### src/core/spi_port_regs.svh
/*
 * Register offsets, field positions, reset values and clock ratios of the
 * serial port. Assumes inclusion by bare name from files under core/.
 */
`ifndef SPI_PORT_REGS_SVH
`define SPI_PORT_REGS_SVH

// ---------------------------------------------------------------------------
// Byte offsets on the register bus
// ---------------------------------------------------------------------------
`define MEC_OFFSET 12'h000
`define SFC_OFFSET 12'h004
`define SDR_OFFSET 12'h008

// ---------------------------------------------------------------------------
// Reset values
// ---------------------------------------------------------------------------
`define MEC_RESET 8'hE0
`define SFC_RESET 8'h00
`define SDR_RESET 8'h00

// ---------------------------------------------------------------------------
// Field positions
// ---------------------------------------------------------------------------
`define MEC_MODE_LSB 5
`define MEC_UMD_BIT 4
`define MEC_EN_BIT 1
`define MEC_ICF_BIT 0
`define SFC_CPOL_BIT 5
`define SFC_CLOCK_EDGE_SELECT_BIT 4
`define SFC_MLS_BIT 3
`define SFC_SELECT_PIN_ENABLE_BIT 2
`define SFC_WRITE_COLLISION_FLAG_BIT 1
`define SFC_TRF_BIT 0

// ---------------------------------------------------------------------------
// Mode codes and timing counts
// ---------------------------------------------------------------------------
`define MODE_DIV4 3'h0
`define MODE_DIV16 3'h1
`define MODE_DIV64 3'h2
`define MODE_SUB 3'h3
`define MODE_TMR 3'h4
`define MODE_SLAVE 3'h5
`define DIV_A_RATIO 4
`define DIV_B_RATIO 16
`define DIV_C_RATIO 64
`define LAST_EDGE 4'hF

`endif

### src/core/spi_port_pkg.sv
/*
 * Types shared by the serial port files.
 * Assumes nothing beyond a SystemVerilog compiler.
 */
package spi_port_pkg;

	// -----------------------------------------------------------------------
	// Transfer states
	// -----------------------------------------------------------------------
	typedef enum logic [2:0] {
		ST_IDLE = 3'b001,
		ST_RUN = 3'b010,
		ST_DRAIN = 3'b100
	} xfer_st_t;

	// -----------------------------------------------------------------------
	// Pin groups
	// -----------------------------------------------------------------------
	typedef struct packed {
		logic sck;
		logic scs_n;
		logic serial_in;
	} pins_in_t;

	typedef struct packed {
		logic sck_out;
		logic sck_oe;
		logic scs_n_out;
		logic scs_n_oe;
		logic sdo_out;
		logic sdo_oe;
	} pins_out_t;

	// -----------------------------------------------------------------------
	// Whole state of the port
	// -----------------------------------------------------------------------
	typedef struct packed {
		logic [7:0] mec;
		logic [7:0] sfc;
		logic [7:0] sdr;
		logic [7:0] tx;
		logic [7:0] rx;
		logic [3:0] edge_cnt;
		logic [4:0] div_cnt;
		logic [2:0] samp_pipe;
		logic sck;
		logic serial_out;
		logic sck_prev;
		logic scs_prev;
		logic ph_valid;
		logic ph_write;
		logic rd_wait;
		logic [11:0] ph_addr;
		logic [31:0] rdata;
		xfer_st_t st;
	} port_state_t;

endpackage

### src/core/spi_master_slave_port.sv
/*
 * Byte-wide full-duplex serial port, master or slave, with its registers
 * on an AHB-Lite slave port. Assumes a single clock mclk, synchronous
 * sys_rst, pin buffers outside, and tick pulses on mclk for slow sources.
 */
// What this block does
// - Enable off frees all four serial lines and stops any transfer.
// - Turning the enable on keeps every control register as it was.
// - Slave select rising mid-byte sets incomplete and done flags together.
// - Incomplete flag is set by hardware only in slave mode; software writes to its register never set done.
// - Clock idle polarity 0 rests the clock high, 1 rests it low.
// - Edge select with polarity picks the sampling clock edge.
// - Shift order 1 sends and receives MSB first, 0 LSB first.
// - Select pin enable 0 leaves the select pin unused and floating.
// - Data write during a transfer is dropped and sets the collision flag.
// - Done flag sets itself at byte end; only software clears it.
// - Master write to the data register starts a full-duplex transfer.
// - Slave shifts data out and in on the external master's clock.
// - Port keeps working in idle states while its clock runs.
// - Two spare format bits are plain read-write storage, reset zero.
// - Mode field selects master clock source or slave mode.
`timescale 1ns/1ps
`include "spi_port_regs.svh"

module spi_master_slave_port #(
	parameter int DIV_A = `DIV_A_RATIO,
	parameter int DIV_B = `DIV_B_RATIO,
	parameter int DIV_C = `DIV_C_RATIO
) (
	input wire logic mclk,
	input wire logic sys_rst,
	input wire logic hsel,
	input wire logic [11:0] haddr,
	input wire logic [1:0] htrans,
	input wire logic hwrite,
	input wire logic [2:0] hsize,
	input wire logic hready,
	input wire logic [31:0] hwdata,
	output logic [31:0] hrdata,
	output logic hreadyout,
	output logic hresp,
	input wire logic sub_edge_tick,
	input wire logic timer_match_tick,
	input wire spi_port_pkg::pins_in_t pins_in,
	output spi_port_pkg::pins_out_t pins_out
);

	// -----------------------------------------------------------------------
	// Parameter check and divider limits
	// -----------------------------------------------------------------------
	if (DIV_A < 2 || DIV_A > 64 || DIV_A % 2 != 0 ||
		DIV_B < 2 || DIV_B > 64 || DIV_B % 2 != 0 ||
		DIV_C < 2 || DIV_C > 64 || DIV_C % 2 != 0) begin : g_chk
		$error("clock ratios must be even and within 2 to 64");
	end

	localparam logic [4:0] HALF_A = 5'(DIV_A / 2 - 1);
	localparam logic [4:0] HALF_B = 5'(DIV_B / 2 - 1);
	localparam logic [4:0] HALF_C = 5'(DIV_C / 2 - 1);

	// -----------------------------------------------------------------------
	// Declarations
	// -----------------------------------------------------------------------
	spi_port_pkg::port_state_t r;
	spi_port_pkg::port_state_t n;
	logic [2:0] sync_q;
	logic sk;
	logic ss;
	logic di;
	logic [2:0] mode;
	logic active;
	logic master;
	logic slave;
	logic idle_lvl;
	logic msb;
	logic cke;
	logic select_pin_enable;
	logic busy;
	logic [4:0] half_lim;
	logic div_tick;
	logic tick;
	logic sel_ok;
	logic slave_edge;
	logic ev;
	logic sample;
	logic cap;
	logic abort;
	logic rd_phase;
	logic [31:0] rd_word;

	// -----------------------------------------------------------------------
	// Pin synchroniser
	// -----------------------------------------------------------------------
	pin_sync3 #(
		.W(3),
		.INIT(3'h2)
	) u_sync (
		.mclk(mclk),
		.sys_rst(sys_rst),
		.pin_async({pins_in.serial_in, pins_in.scs_n, pins_in.sck}),
		.pin_stable(sync_q)
	);

	assign sk = sync_q[0];
	assign ss = sync_q[1];
	assign di = sync_q[2];

	// -----------------------------------------------------------------------
	// Configuration decode
	// -----------------------------------------------------------------------
	assign mode = r.mec[`MEC_MODE_LSB +: 3];
	assign active = r.mec[`MEC_EN_BIT] && !r.mec[`MEC_UMD_BIT] &&
		(mode <= `MODE_SLAVE);
	assign master = active && (mode != `MODE_SLAVE);
	assign slave = active && (mode == `MODE_SLAVE);
	assign idle_lvl = ~r.sfc[`SFC_CPOL_BIT];
	assign msb = r.sfc[`SFC_MLS_BIT];
	assign cke = r.sfc[`SFC_CLOCK_EDGE_SELECT_BIT];
	assign select_pin_enable = r.sfc[`SFC_SELECT_PIN_ENABLE_BIT];
	assign busy = (r.st != spi_port_pkg::ST_IDLE);

	// -----------------------------------------------------------------------
	// Master clock source
	// -----------------------------------------------------------------------
	assign half_lim = (mode == `MODE_DIV16) ? HALF_B :
		(mode == `MODE_DIV64) ? HALF_C : HALF_A;
	assign div_tick = (r.div_cnt == half_lim);
	assign tick = (mode == `MODE_SUB) ? sub_edge_tick :
		(mode == `MODE_TMR) ? timer_match_tick : div_tick;

	// -----------------------------------------------------------------------
	// Edge events
	// -----------------------------------------------------------------------
	assign sel_ok = !select_pin_enable || !ss;
	assign slave_edge = (sk != r.sck_prev) &&
		((r.st == spi_port_pkg::ST_RUN) || (sk != idle_lvl));
	assign ev = master ? (r.st == spi_port_pkg::ST_RUN) && tick :
		slave && slave_edge && sel_ok;
	assign sample = cke ? ~r.edge_cnt[0] : r.edge_cnt[0];
	assign cap = slave ? (ev && sample) : r.samp_pipe[2];
	assign abort = slave && select_pin_enable && ss && !r.scs_prev &&
		(r.st == spi_port_pkg::ST_RUN);

	// -----------------------------------------------------------------------
	// Register read mux
	// -----------------------------------------------------------------------
	assign rd_phase = r.ph_valid && !r.ph_write;

	always_comb begin
		if (r.ph_addr == `MEC_OFFSET) begin
			rd_word = {24'h000000, r.mec};
		end else if (r.ph_addr == `SFC_OFFSET) begin
			rd_word = {24'h000000, r.sfc};
		end else if (r.ph_addr == `SDR_OFFSET) begin
			rd_word = {24'h000000, r.sdr};
		end else begin
			rd_word = 32'h00000000;
		end
	end

	// -----------------------------------------------------------------------
	// End of byte
	// -----------------------------------------------------------------------
	function automatic spi_port_pkg::port_state_t finish_xfer(
		input spi_port_pkg::port_state_t s
	);
		spi_port_pkg::port_state_t t;
		t = s;
		t.st = spi_port_pkg::ST_IDLE;
		t.edge_cnt = 4'h0;
		t.samp_pipe = 3'h0;
		t.sdr = s.rx;
		t.tx = s.rx;
		t.sfc[`SFC_TRF_BIT] = 1'b1;
		return t;
	endfunction

	// -----------------------------------------------------------------------
	// Next state
	// -----------------------------------------------------------------------
	always_comb begin
		n = r;
		n.sck_prev = sk;
		n.scs_prev = ss;

		// Bus data phase: writes
		if (r.ph_valid && r.ph_write) begin
			if (r.ph_addr == `MEC_OFFSET) begin
				n.mec = hwdata[7:0];
			end else if (r.ph_addr == `SFC_OFFSET) begin
				n.sfc = hwdata[7:0];
			end else if (r.ph_addr == `SDR_OFFSET) begin
				if (busy) begin
					n.sfc[`SFC_WRITE_COLLISION_FLAG_BIT] = 1'b1;
				end else begin
					n.sdr = hwdata[7:0];
					n.tx = hwdata[7:0];
					if (master) begin
						n.st = spi_port_pkg::ST_RUN;
						n.edge_cnt = 4'h0;
						n.div_cnt = 5'h00;
						n.samp_pipe = 3'h0;
					end
				end
			end
		end

		// Bus data phase: reads take one wait state
		if (rd_phase && !r.rd_wait) begin
			n.rdata = rd_word;
			n.rd_wait = 1'b1;
		end

		// Bus address phase
		if (hready) begin
			n.ph_valid = hsel && htrans[1];
			n.ph_write = hwrite;
			n.ph_addr = haddr;
			n.rd_wait = 1'b0;
		end

		// Master divider
		if (master && (r.st == spi_port_pkg::ST_RUN)) begin
			n.div_cnt = div_tick ? 5'h00 : r.div_cnt + 5'h01;
		end else begin
			n.div_cnt = 5'h00;
		end

		// Delayed capture lines master sampling up with the pin delay
		n.samp_pipe = {r.samp_pipe[1:0], master && ev && sample};
		if (cap) begin
			n.rx = msb ? {r.rx[6:0], di} : {di, r.rx[7:1]};
		end

		// Transfer sequencing
		if (!active) begin
			n.st = spi_port_pkg::ST_IDLE;
			n.edge_cnt = 4'h0;
			n.samp_pipe = 3'h0;
		end else if (abort) begin
			n.st = spi_port_pkg::ST_IDLE;
			n.edge_cnt = 4'h0;
			n.tx = r.sdr;
			n.sfc[`SFC_TRF_BIT] = 1'b1;
			n.mec[`MEC_ICF_BIT] = 1'b1;
		end else if (ev) begin
			if (master) begin
				n.sck = ~r.sck;
			end
			if (!sample && (r.edge_cnt != 4'h0)) begin
				n.tx = msb ? {r.tx[6:0], 1'b0} : {1'b0, r.tx[7:1]};
			end
			if (r.edge_cnt == `LAST_EDGE) begin
				if (slave) begin
					n = finish_xfer(n);
				end else begin
					n.st = spi_port_pkg::ST_DRAIN;
				end
			end else begin
				n.edge_cnt = r.edge_cnt + 4'h1;
				n.st = spi_port_pkg::ST_RUN;
			end
		end else if ((r.st == spi_port_pkg::ST_DRAIN) && (r.samp_pipe == 3'h0)) begin
			n = finish_xfer(n);
		end

		// Master clock rests at its idle level between bytes
		if (!master || (n.st == spi_port_pkg::ST_IDLE)) begin
			n.sck = idle_lvl;
		end

		n.serial_out = msb ? n.tx[7] : n.tx[0];
	end

	// -----------------------------------------------------------------------
	// State register
	// -----------------------------------------------------------------------
	always_ff @(posedge mclk) begin
		if (sys_rst) begin
			r <= '{
				mec: `MEC_RESET,
				sfc: `SFC_RESET,
				sdr: `SDR_RESET,
				tx: 8'h00,
				rx: 8'h00,
				edge_cnt: 4'h0,
				div_cnt: 5'h00,
				samp_pipe: 3'h0,
				sck: 1'b1,
				serial_out: 1'b0,
				sck_prev: 1'b0,
				scs_prev: 1'b1,
				ph_valid: 1'b0,
				ph_write: 1'b0,
				rd_wait: 1'b0,
				ph_addr: 12'h000,
				rdata: 32'h00000000,
				st: spi_port_pkg::ST_IDLE
			};
		end else begin
			r <= n;
		end
	end

	// -----------------------------------------------------------------------
	// Outputs
	// -----------------------------------------------------------------------
	assign hrdata = r.rdata;
	assign hreadyout = !(rd_phase && !r.rd_wait);
	assign hresp = 1'b0;

	assign pins_out.sck_out = r.sck;
	assign pins_out.sck_oe = master;
	assign pins_out.sdo_out = r.serial_out;
	assign pins_out.sdo_oe = master || (slave && sel_ok);
	assign pins_out.scs_n_out = !(master && busy);
	assign pins_out.scs_n_oe = master && select_pin_enable;

endmodule

### src/core/pin_sync3.sv
/*
 * Three-stage synchroniser for pin inputs; an output bit changes once the
 * second and third stages agree. Assumes mclk and synchronous sys_rst.
 */
`timescale 1ns/1ps

module pin_sync3 #(
	parameter int W = 3,
	parameter logic [W-1:0] INIT = '0
) (
	input wire logic mclk,
	input wire logic sys_rst,
	input wire logic [W-1:0] pin_async,
	output logic [W-1:0] pin_stable
);

	typedef struct packed {
		logic [W-1:0] s1;
		logic [W-1:0] s2;
		logic [W-1:0] s3;
		logic [W-1:0] q;
	} sync_t;

	sync_t r;
	sync_t n;
	logic [W-1:0] agree;

	if (W < 1) begin : g_chk
		$error("pin_sync3 needs at least one bit");
	end

	// -----------------------------------------------------------------------
	// Stages
	// -----------------------------------------------------------------------
	assign agree = ~(r.s2 ^ r.s3);

	always_comb begin
		n = r;
		n.s1 = pin_async;
		n.s2 = r.s1;
		n.s3 = r.s2;
		n.q = (r.q & ~agree) | (r.s3 & agree);
	end

	always_ff @(posedge mclk) begin
		if (sys_rst) begin
			r <= '{s1: INIT, s2: INIT, s3: INIT, q: INIT};
		end else begin
			r <= n;
		end
	end

	assign pin_stable = r.q;

endmodule

### config.mk
export PLATFORM = sky130hd
export DESIGN_NAME = spi_master_slave_port
export DESIGN_NICKNAME = d
export VERILOG_FILES = /design/src/core/spi_port_pkg.sv /design/src/core/spi_master_slave_port.sv /design/src/core/pin_sync3.sv
export VERILOG_INCLUDE_DIRS = /design/src /design/src/core
export SDC_FILE = /design/constraint.sdc
export NUM_CORES = 1
export LEC_CHECK = 0
export ABC_AREA = 1
export BUFFER_PORTS_ARGS = -buffer_cell sky130_fd_sc_hd__clkbuf_2
export CAP_MARGIN = 20
export CORE_MARGIN = 2
export CORE_UTILIZATION = 56
export CTS_CLUSTER_DIAMETER = 40
export DETAILED_ROUTE_END_ITERATION = 10
export GPL_TIMING_DRIVEN = 0
export PLACE_DENSITY = 0.8
export SYNTH_ARGS = -nofsm -noshare
export SYNTH_HDL_FRONTEND = slang
export SYNTH_SLANG_ARGS = --single-unit
### constraint.sdc
create_clock -name mclk -period 2.8 [get_ports mclk]
set_clock_uncertainty 0.1 [all_clocks]
set_input_delay 0.14 -clock mclk [delete_from_list [all_inputs] [get_ports mclk]]
set_output_delay 0.14 -clock mclk [all_outputs]
set_load 0.02 [all_outputs]
## Yosys cells after proc, flatten, opt, wreduce, memory -nomap -nowiden

Cells that the tools add are included.

| word-level totals | value |
|---|---|
| bits in registers | 118 |
| latch bits | 0 |
| memory bits (writable) | 0 |
| bits in read-only memories | 0 |
| bits of input ports | 59 |
| output and inout port bits | 40 |
| word-level logic and storage cells | 171 |
| memories kept | 0 |

| operators by class | value |
|---|---|
| add/subtract/negate cells | 2 |
| multipliers | 0 |
| divide/modulo/power cells | 0 |
| magnitude comparators | 1 |
| equality and inequality tests | 17 |
| shift-type cells | 0 |
| muxes and demuxes | 72 |
| bitwise logic cells | 10 |
| reduce and logical (&&, ||, !) cells | 47 |

Operators with widths:

| operator | count |
|---|---|
| 103-bit two-way mux | 2 |
| 59-bit two-way mux | 2 |
| 106-bit two-way mux | 1 |
| 8-bit two-way mux | 13 |
| 91-bit two-way mux | 1 |
| 88-bit two-way mux | 1 |
| 40-bit two-way mux | 2 |
| 12-bit two-way mux | 6 |
| 32-bit two-way mux | 2 |
| 51-bit two-way mux | 1 |
| 16-bit two-way mux | 3 |
| 3-bit two-way mux | 10 |
| 1-bit logical AND | 25 |
| 5-bit two-way mux | 5 |
| 24-bit two-way mux | 1 |
| 1-bit two-way mux | 17 |
| 15-bit two-way mux | 1 |
| 7-bit two-way mux | 2 |
| 12-bit by 3-bit == test with 1-bit output, second input constant | 1 |
| 12-bit by 4-bit == test with 1-bit output, second input constant | 1 |
| 12-bit logical NOT | 1 |
| 1-bit logical NOT | 10 |
| 3-bit by 2-bit == test with 1-bit output, second input constant | 3 |
| 3-bit == test, second input constant | 3 |
| 24 further kinds | 35 |

## Longest topological paths before layout

Gate-level depths: netlist (run 1).

| depth | value |
|---|---|
| depth in word-level cells | 22 |
| gate-level depth with buffers | 23 |
| gate-level depth less buffers | 22 |

## Hierarchy

From an unflattened synthesis (run 1), not the netlist that was laid out.

| unflattened totals | value |
|---|---|
| cell total of the unflattened synthesis | 789 |
| area total of the unflattened synthesis | 5347.6 um^2 |

Modules (own cells, without submodules):

| module | times used | cells each | area each (um^2) | sequential area each (um^2) |
|---|---|---|---|---|
| spi_master_slave_port | 1 | 743 | 4951.0 | 1641.6 |
| pin_sync3 | 1 | 46 | 396.6 | 240.2 |

## Worst setup path before layout (run 1)

No wires, ideal clock.

| timing | value |
|---|---|
| path type | reg2reg |
| from | reg r, in the netlist mode[1] |
| to | reg r[83] (netlist name) |
| data arrival time | 1.878 ns |
| data required time | 2.586 ns |
| setup slack | 0.709 ns |
| stages on the path, launching flop included | 17 |
| buffers on the path | 1 |
| period minus slack after synthesis | 2.091 ns |
| cell sequence | dfxtp_1 inv_2 o21ai_4 inv_2 nand2_4 nor2_2 nand2_4 nand2_8 nand2_4 nand2_4 buf_12 o21ai_2 nand2_2 o211ai_2 nand2_1 o21bai_1 inv_1 |

| between the ends | value |
|---|---|
| word-level cells in the longest chain between the ends | 18 |
| elaborated cells on any way between the ends | 34 |
| classes of those cells | order compare: 1; eq/ne: 7; mux: 15; reduce/logical: 11 |

RTL lines:

| what | RTL line | text |
|---|---|---|
| from (decl) | spi_master_slave_port.sv:64 | `spi_port_pkg::port_state_t r;` |
| from (signal assigned) | spi_master_slave_port.sv:280 | `r <= '{` |
| from (signal assigned) | spi_master_slave_port.sv:301 | `r <= n;` |
| 3-bit by 2-bit == test with 1-bit output (no source line) | n/a |  |
| 5-bit two-way mux | spi_master_slave_port.sv:126 | `` (mode == `MODE_DIV64) ? HALF_C : HALF_A; `` |
| 5-bit two-way mux | spi_master_slave_port.sv:125 | `` assign half_lim = (mode == `MODE_DIV16) ? HALF_B : `` |
| 5-bit == test | spi_master_slave_port.sv:127 | `assign div_tick = (r.div_cnt == half_lim);` |
| 1-bit two-way mux | spi_master_slave_port.sv:129 | `` (mode == `MODE_TMR) ? timer_match_tick : div_tick; `` |
| 1-bit two-way mux | spi_master_slave_port.sv:128 | `` assign tick = (mode == `MODE_SUB) ? sub_edge_tick : `` |
| 1-bit logical AND | spi_master_slave_port.sv:137 | `assign ev = master ? (r.st == spi_port_pkg::ST_RUN) && tick :` |
| 1-bit two-way mux | spi_master_slave_port.sv:137 |  |
| (+2 left out) | n/a |  |
| 8-bit two-way mux | spi_master_slave_port.sv:231 | `if (cap) begin` |
| 88-bit two-way mux | spi_master_slave_port.sv:254 | `if (slave) begin` |
| 103-bit two-way mux | spi_master_slave_port.sv:240 | `end else if (abort) begin` |
| 103-bit two-way mux | spi_master_slave_port.sv:236 | `if (!active) begin` |
| 40-bit two-way mux | spi_master_slave_port.sv:253 | `` if (r.edge_cnt == `LAST_EDGE) begin `` |
| 106-bit two-way mux | spi_master_slave_port.sv:246 | `end else if (ev) begin` |
| 8-bit two-way mux | spi_master_slave_port.sv:240 |  |
| 40-bit two-way mux (*) | spi_master_slave_port.sv:236 |  |

Mark *: on every way between the ends. The rest lies on a longest branch, timed or not. The select of a mux whose other input is x is not followed.
A chain may end at the register's enable or synchronous reset.

## Final worst setup path (run 1)

| timing | value |
|---|---|
| from | reg r, in the netlist mode[1] |
| to | reg r[78] (netlist name) |

The elaborated chain is that of the path after synthesis.

==> results.ini, run 1 <==
[clocking]
cts.sinks=94
cts_max_level=3
cts_root_buf=clkbuf_8
clock_latency_ns=0.37
cts_buffer_depth=2
cts_buffers=9
clk_pin_slew_worst_paths_ns=0.10
cts_tree=done

[synthesis]
synth_cells=771
synth_top_area_cell=dfxtp_1
ys.flop_type=dfxtp_1
synth_most_common_cell=nand2_1
yosys-top-cells-area=dfxtp_1, nand2_1, inv_1
ys_ff_latch=94
synth_top_area_share=0.3465
synth-edff-count=0
ys_async_sr_fraction=0
yosysSeqAreaShare=0.3465
yosys-top-cells-count=nand2_1, inv_1, dfxtp_1
synth_cell_types=51
synth_area_per_cell_sq_um=7.045
yosysWarnings=0
syn_area_sq_um=5431

[cells_and_area]
finish.utilization=0.6883
areaGrowthSynthToFinish_pct=18.20
nNetsFinal=941
n_antenna_cell=0
fill_cells=840
drive_above_1_share=0.2084

[floorplan]
die_y_um=102.5
core_area_sq_um=9328
num_io_pins=99
fp-row-count=35
fp.dieW_um=102.5
initial_utilization=0.5823
die-area_sq_um=10500

[timing]
fin_tns_setup_ns=0
fin_crit_sh=0.9423
period_minus_slack_ns=2.638
finalHoldViolations=0
setup_viol=0
fmax_mhz=379.0
rsz0062_at_grt=false
whs_ns=0.004408
worst_pin_slew_ns=0.7530
max-slew-margin-rel=0.4980
maxSlewViolCount=0

[critical_path]
startpoint_type=flip-flop
cp_slowest_cell=dfxtp_1
worstPathBufferInverterCount=2
crit_path_end_kind=flip-flop
critPathRequiredTime_ns=2.98
critPathTopFamily=simple AND/OR/NAND/NOR gates
crit_path_frequent_cell=nand2_1
worst-setup-path-type=reg2reg
path_cells=inv_2 -> nand3_2 -> nor3_2 -> nand4_2 -> nand2_8 -> nand2_4 -> nand2_4 -> buf_6 -> nand2_2 -> o21ai_2 -> nand2_1 -> nand3_1 -> o211ai_1 -> nand2_1 -> nand2_1
worst_path_largest_cell_delay_ns=0.37
crit_fanout=10
crit_arrival_ns=2.82

[detailed_routing]
drtIter0Drc=428
viasPerCell=5.462
ant_nets=0
wire_per_inst_um=16.76
via_count=5528
wirelength_mm=16.96
drc=0
drtPass1Iterations=6

[global_routing]
antenna_found_initial=0
grt_max_degree=17
first_global_vias=5272
grt_pass1_wl_mm=26.25
grt-ovfl-total=0
grt_usage=0.3274

[pwr]
ir_drop_mv=0.3026
p_leak_nw=2.720
p_total_mw=2.661
pwr_density_cell_nw_per_um2=414.5

[run]
maxCapViolations=0

[outcome]
status=complete, no violations

[place]
dp.final_hpwl_mm=12.13
port_buffers=45
gp_congestion=0.9489

[hold_path]
hold_path_class=in2reg

-- power breakdown --
group	switching [mW]	total, mW	internal [mW]
combinational	0.157	0.262	0.105
clock	0.519	1.02	0.505
sequential	0.0125	1.38	1.36
total	0.688	2.66	1.97
-- layout make-up --
cell class | instances | area (sq um) | share of cell area
plain buffers | 63 | 411.6 | 0.06412
clock buffers | 9 | 123.9 | 0.01929
clock inverters | 6 | 92.59 | 0.01442
inverters | 109 | 412.9 | 0.06431
multi-input cells | 529 | 2840 | 0.4424
flip-flops and latches | 94 | 1882 | 0.2931
well taps | 129 | 161.4 | 0.02514
repair buffers | 73 | 495.5 | 0.07718
-- metal layers --
layer,routed length [um],global-route usage,share of wire
met1,6728,0.3951,0.40
met2,8326,0.5772,0.49
met3,1383,0.05951,0.082
met4,523,0.1262,0.031
met5,0,0,0
-- stage by stage --
stage / instance area (sq um) / instances / setup slack, ns
floorplan: 5522 / 795 / 0.7088
global placement: 5908 / 969 / 0.1691
detailed placement: 5908 / 969 / 0.1006
finish: 6420 / 1012 / 0.1616
CTS: 6365 / 1008 / 0.05509
global route: 6420 / 1012 / 0.009909
-- cells in the final DEF (no fill, tap or decap), types with 7 or more instances in the layout --
master         instances
nor2_1                52
buf_4                 41
clkbuf_2              45
o211ai_1              18
a21oi_1               40
nand2_2               15
o21ai_2                7
dfxtp_1               94
inv_2                  8
nand3_1               49
a31oi_1                7
conb_1                25
o21ai_0               70
buf_2                  7
clkbuf_1              11
nand2_4                8
dlygate4sd3_1         24
o22ai_1                8
inv_1                 99
o211ai_2               8
nand2_1              147
clkbuf_8               9
-- cells by family (layout without fill, tap and decap cells) --
group	count (synthesis)	count (layout)	synth area share
flip-flops	94	94	0.3465
adder cells (fa/ha/maj)	3	3	0.006912
buffers and inverters	172	260	0.1511
other	1	25	0.0006904
AO/OA/AOI/OAI	184	184	0.2124
AND/OR/NAND/NOR	312	312	0.2744
XOR/XNOR	5	5	0.008064
-- tightest hold or removal path, stage by stage --
cell	delay [ns]
clkbuf_2	0.12
nor2_1	0.11
nor2_1	0.06
-- state kept, by name, summed over array words and instances (netlist names), named ones only --
| register | cells |
|---|---|
| msb | 1 |
| u_sync.r | 3 |
| mode | 3 |
| cke | 1 |
| u_sync.n | 6 |
| pins_out | 2 |
| hrdata | 8 |
| r | 67 |
-- path summary, 6_finish.rpt --
kind          startpoint     endpoint  slack [ns]  cells after the start
min reg2reg  u_sync.n[8]  u_sync.n[5]        0.31                      2
max reg2reg      mode[1]        r[78]        0.16                     15
max              mode[1]        r[78]        0.16                     15
min            hwdata[3]       r[101]       0.004                      3
-- repair_timing --
item                                    CTS  global route
gates resized for setup                   0             6
endpoints found under the setup margin    0            16
endpoints found under the hold margin    20             0
buffers inserted                          0             4
hold buffers                             24             0
Power figures use the tool's default switching activity.
==> run 2, diff against run 1 <==
--- a/config.mk
+++ b/config.mk
@@ -14,6 +14,7 @@
 export CTS_CLUSTER_DIAMETER = 40
 export DETAILED_ROUTE_END_ITERATION = 10
 export GPL_TIMING_DRIVEN = 0
+export HOLD_SLACK_MARGIN = 0.06
 export PLACE_DENSITY = 0.8
 export SYNTH_ARGS = -nofsm -noshare
 export SYNTH_HDL_FRONTEND = slang
==> run 2 against run 1 <==
Effect of this change: via count grew 0.90%; clock power is essentially flat; sequential power is essentially flat; critical path depth is the same; setup slack lost 0.024 ns; final cell count grew 0.79%; clock-buffer cell count is the same.
==> results.ini, run 2 (same netlist as run 1, synthesis figures left out) <==
[critical_path]
cp-startpoint=mode[1]  ; unchanged
startpoint_type=flip-flop  ; unchanged
r2r-start=mode[1]  ; unchanged
worst-setup-path-type=reg2reg  ; unchanged
critPathRequiredTime_ns=2.98  ; about the same
crit_path_end_kind=flip-flop  ; unchanged
crit_fanout=10  ; unchanged
crit_arrival_ns=2.84  ; was 2.82 ns

[timing]
worst_pin_slew_ns=0.7485  ; was 0.7530 ns
period_minus_slack_ns=2.662  ; was 2.638 ns
fmax_mhz=375.7  ; was 379.0 MHz
max-slew-margin-rel=0.5010  ; was 0.4980
whs_ns=0.08781  ; was 0.004408 ns
rsz0062_at_grt=false  ; unchanged
finalHoldViolations=0  ; unchanged
fin_crit_sh=0.9507  ; was 0.9423
setup_viol=0  ; unchanged
fin_tns_setup_ns=0  ; unchanged
maxSlewViolCount=0  ; unchanged
timing.final.ws_setup_ns=0.1380  ; was 0.1616 ns

[pwr]
power.net_switching_mw=0.6874  ; was 0.6880 mW
ir_drop_mv=0.3053  ; was 0.3026 mV
combPwrFrac=0.101  ; was 0.098
pwr_density_cell_nw_per_um2=410.4  ; was 414.5 nW/um^2
power_frac_seq=0.515  ; was 0.517
p_leak_nw=2.753  ; was 2.720 nW
switching_share=0.2577  ; was 0.2586
p_total_mw=2.667  ; was 2.661 mW
intPower_mw=1.980  ; was 1.973 mW
clock_power_share=0.383  ; was 0.385

[cells_and_area]
layout_commonest_cell=nand2_1  ; unchanged
layout.cells.non_filler=1020  ; was 1012
top_register=r  ; unchanged
multi_input_area_sq_um=2840  ; unchanged
seqCellArea_sq_um=1882  ; unchanged
final_cell_mix=nand2_1, inv_1, dfxtp_1  ; unchanged
largest_reg_flops=67  ; unchanged
fill_cells=829  ; was 840
n_antenna_cell=0  ; unchanged
drive_above_1_share=0.2065  ; was 0.2084
nNetsFinal=949  ; was 941
finish.utilization=0.6968  ; was 0.6883
final_area_sq_um=6500  ; was 6420 sq um
areaGrowthSynthToFinish_pct=19.67  ; was 18.20%

[detailed_routing]
via_count=5578  ; was 5528
ant_nets=0  ; unchanged
wire_per_inst_um=16.64  ; was 16.76 um
drtPass1Iterations=6  ; unchanged
wirelength_mm=16.97  ; was 16.96 mm
viasPerCell=5.469  ; was 5.462
drc=0  ; unchanged
drtIter0Drc=378  ; was 428

[place]
place_ws_ns=0.1006  ; unchanged
dp.final_hpwl_mm=12.13  ; unchanged
post_dp_cell_area_sq_um=5908  ; unchanged
dpl.cell_count=969  ; unchanged
port_buffers=45  ; unchanged
gp_congestion=0.9489  ; unchanged

[global_routing]
grt_pass1_wl_mm=26.41  ; was 26.25 mm
antenna_found_initial=0  ; unchanged
grt-ovfl-total=0  ; unchanged
grt_usage=0.3289  ; was 0.3274
first_global_vias=5319  ; was 5272
grt_max_degree=17  ; unchanged

[floorplan]
die_y_um=102.5  ; unchanged
initial_utilization=0.5823  ; unchanged
die-area_sq_um=10500  ; unchanged
num_io_pins=99  ; unchanged
core_area_sq_um=9328  ; unchanged
fp-row-count=35  ; unchanged
fp.dieW_um=102.5  ; unchanged

[clocking]
cts_root_buf=clkbuf_8  ; unchanged
clk_pin_slew_worst_paths_ns=0.10  ; about the same
clock_latency_ns=0.37  ; about the same
cts.sinks=94  ; unchanged
cts_max_level=3  ; unchanged
cts_buffer_depth=2  ; unchanged
cts_tree=done  ; unchanged
cts_buffers=9  ; unchanged

[hold_path]
hold_path_class=in2reg  ; unchanged
min-delay-start=hready  ; was hwdata[3]

[outcome]
status=complete, no violations  ; unchanged

[run]
maxCapViolations=0  ; unchanged

[run 2: final cells by class]
| class | count | area share |
|---|---|---|
| buffer | 63 | 0.06333 |
| inverter | 109 | 0.06352 |
| multi-input combinational | 529 | 0.4370 |
| clock buffer | 9 | 0.01906 |
| tap | 129 | 0.02483 |
| clock inverter | 6 | 0.01424 |
| timing repair buffer | 81 | 0.08855 |
| sequential | 94 | 0.2895 |
[run 2: power groups by stage]
stage	clock network [mW]	logic (mW)	registers, mW
floorplan	0	0.156	1.40
global placement	0	0.222	1.40
detailed placement	0	0.225	1.41
finish	1.02	0.271	1.38
CTS	1.02	0.260	1.37
global route	1.08	0.294	1.38
[run 2: what timing repair did]
item                       in CTS  in global routing
hold buffers                   32                  0
hold endpoints to repair       29                  0
setup endpoints to repair       0                 16
buffers inserted                0                  4
gates resized for setup         0                  6
[run 2: critical path: stages, from the launching register on]
cell      delay, ns
dfxtp_1        0.37
inv_2          0.16
nand3_2        0.14
nor3_2         0.34
nand4_2        0.27
nand2_8        0.18
nand2_4        0.08
nand2_4        0.09
buf_6          0.17
nand2_2        0.08
o21ai_2        0.08
nand2_1        0.14
nand3_1        0.11
o211ai_1       0.12
nand2_1        0.09
nand2_1        0.05
[run 2: path summary, 6_finish.rpt]
path / endpoint / slack [ns] / cells after the start
worst min register to register: u_sync.n[5] / 0.31 / 2
worst max register to register: r[78] / 0.14 / 15
worst min-delay path: r[35] / 0.09 / 3
worst max-delay path: r[78] / 0.14 / 15
[run 2: routing by layer]
metal,share of wire,track usage
met2,0.49,0.5772
met3,0.076,0.06293
met4,0.034,0.1323
met1,0.40,0.3949
met5,0,0
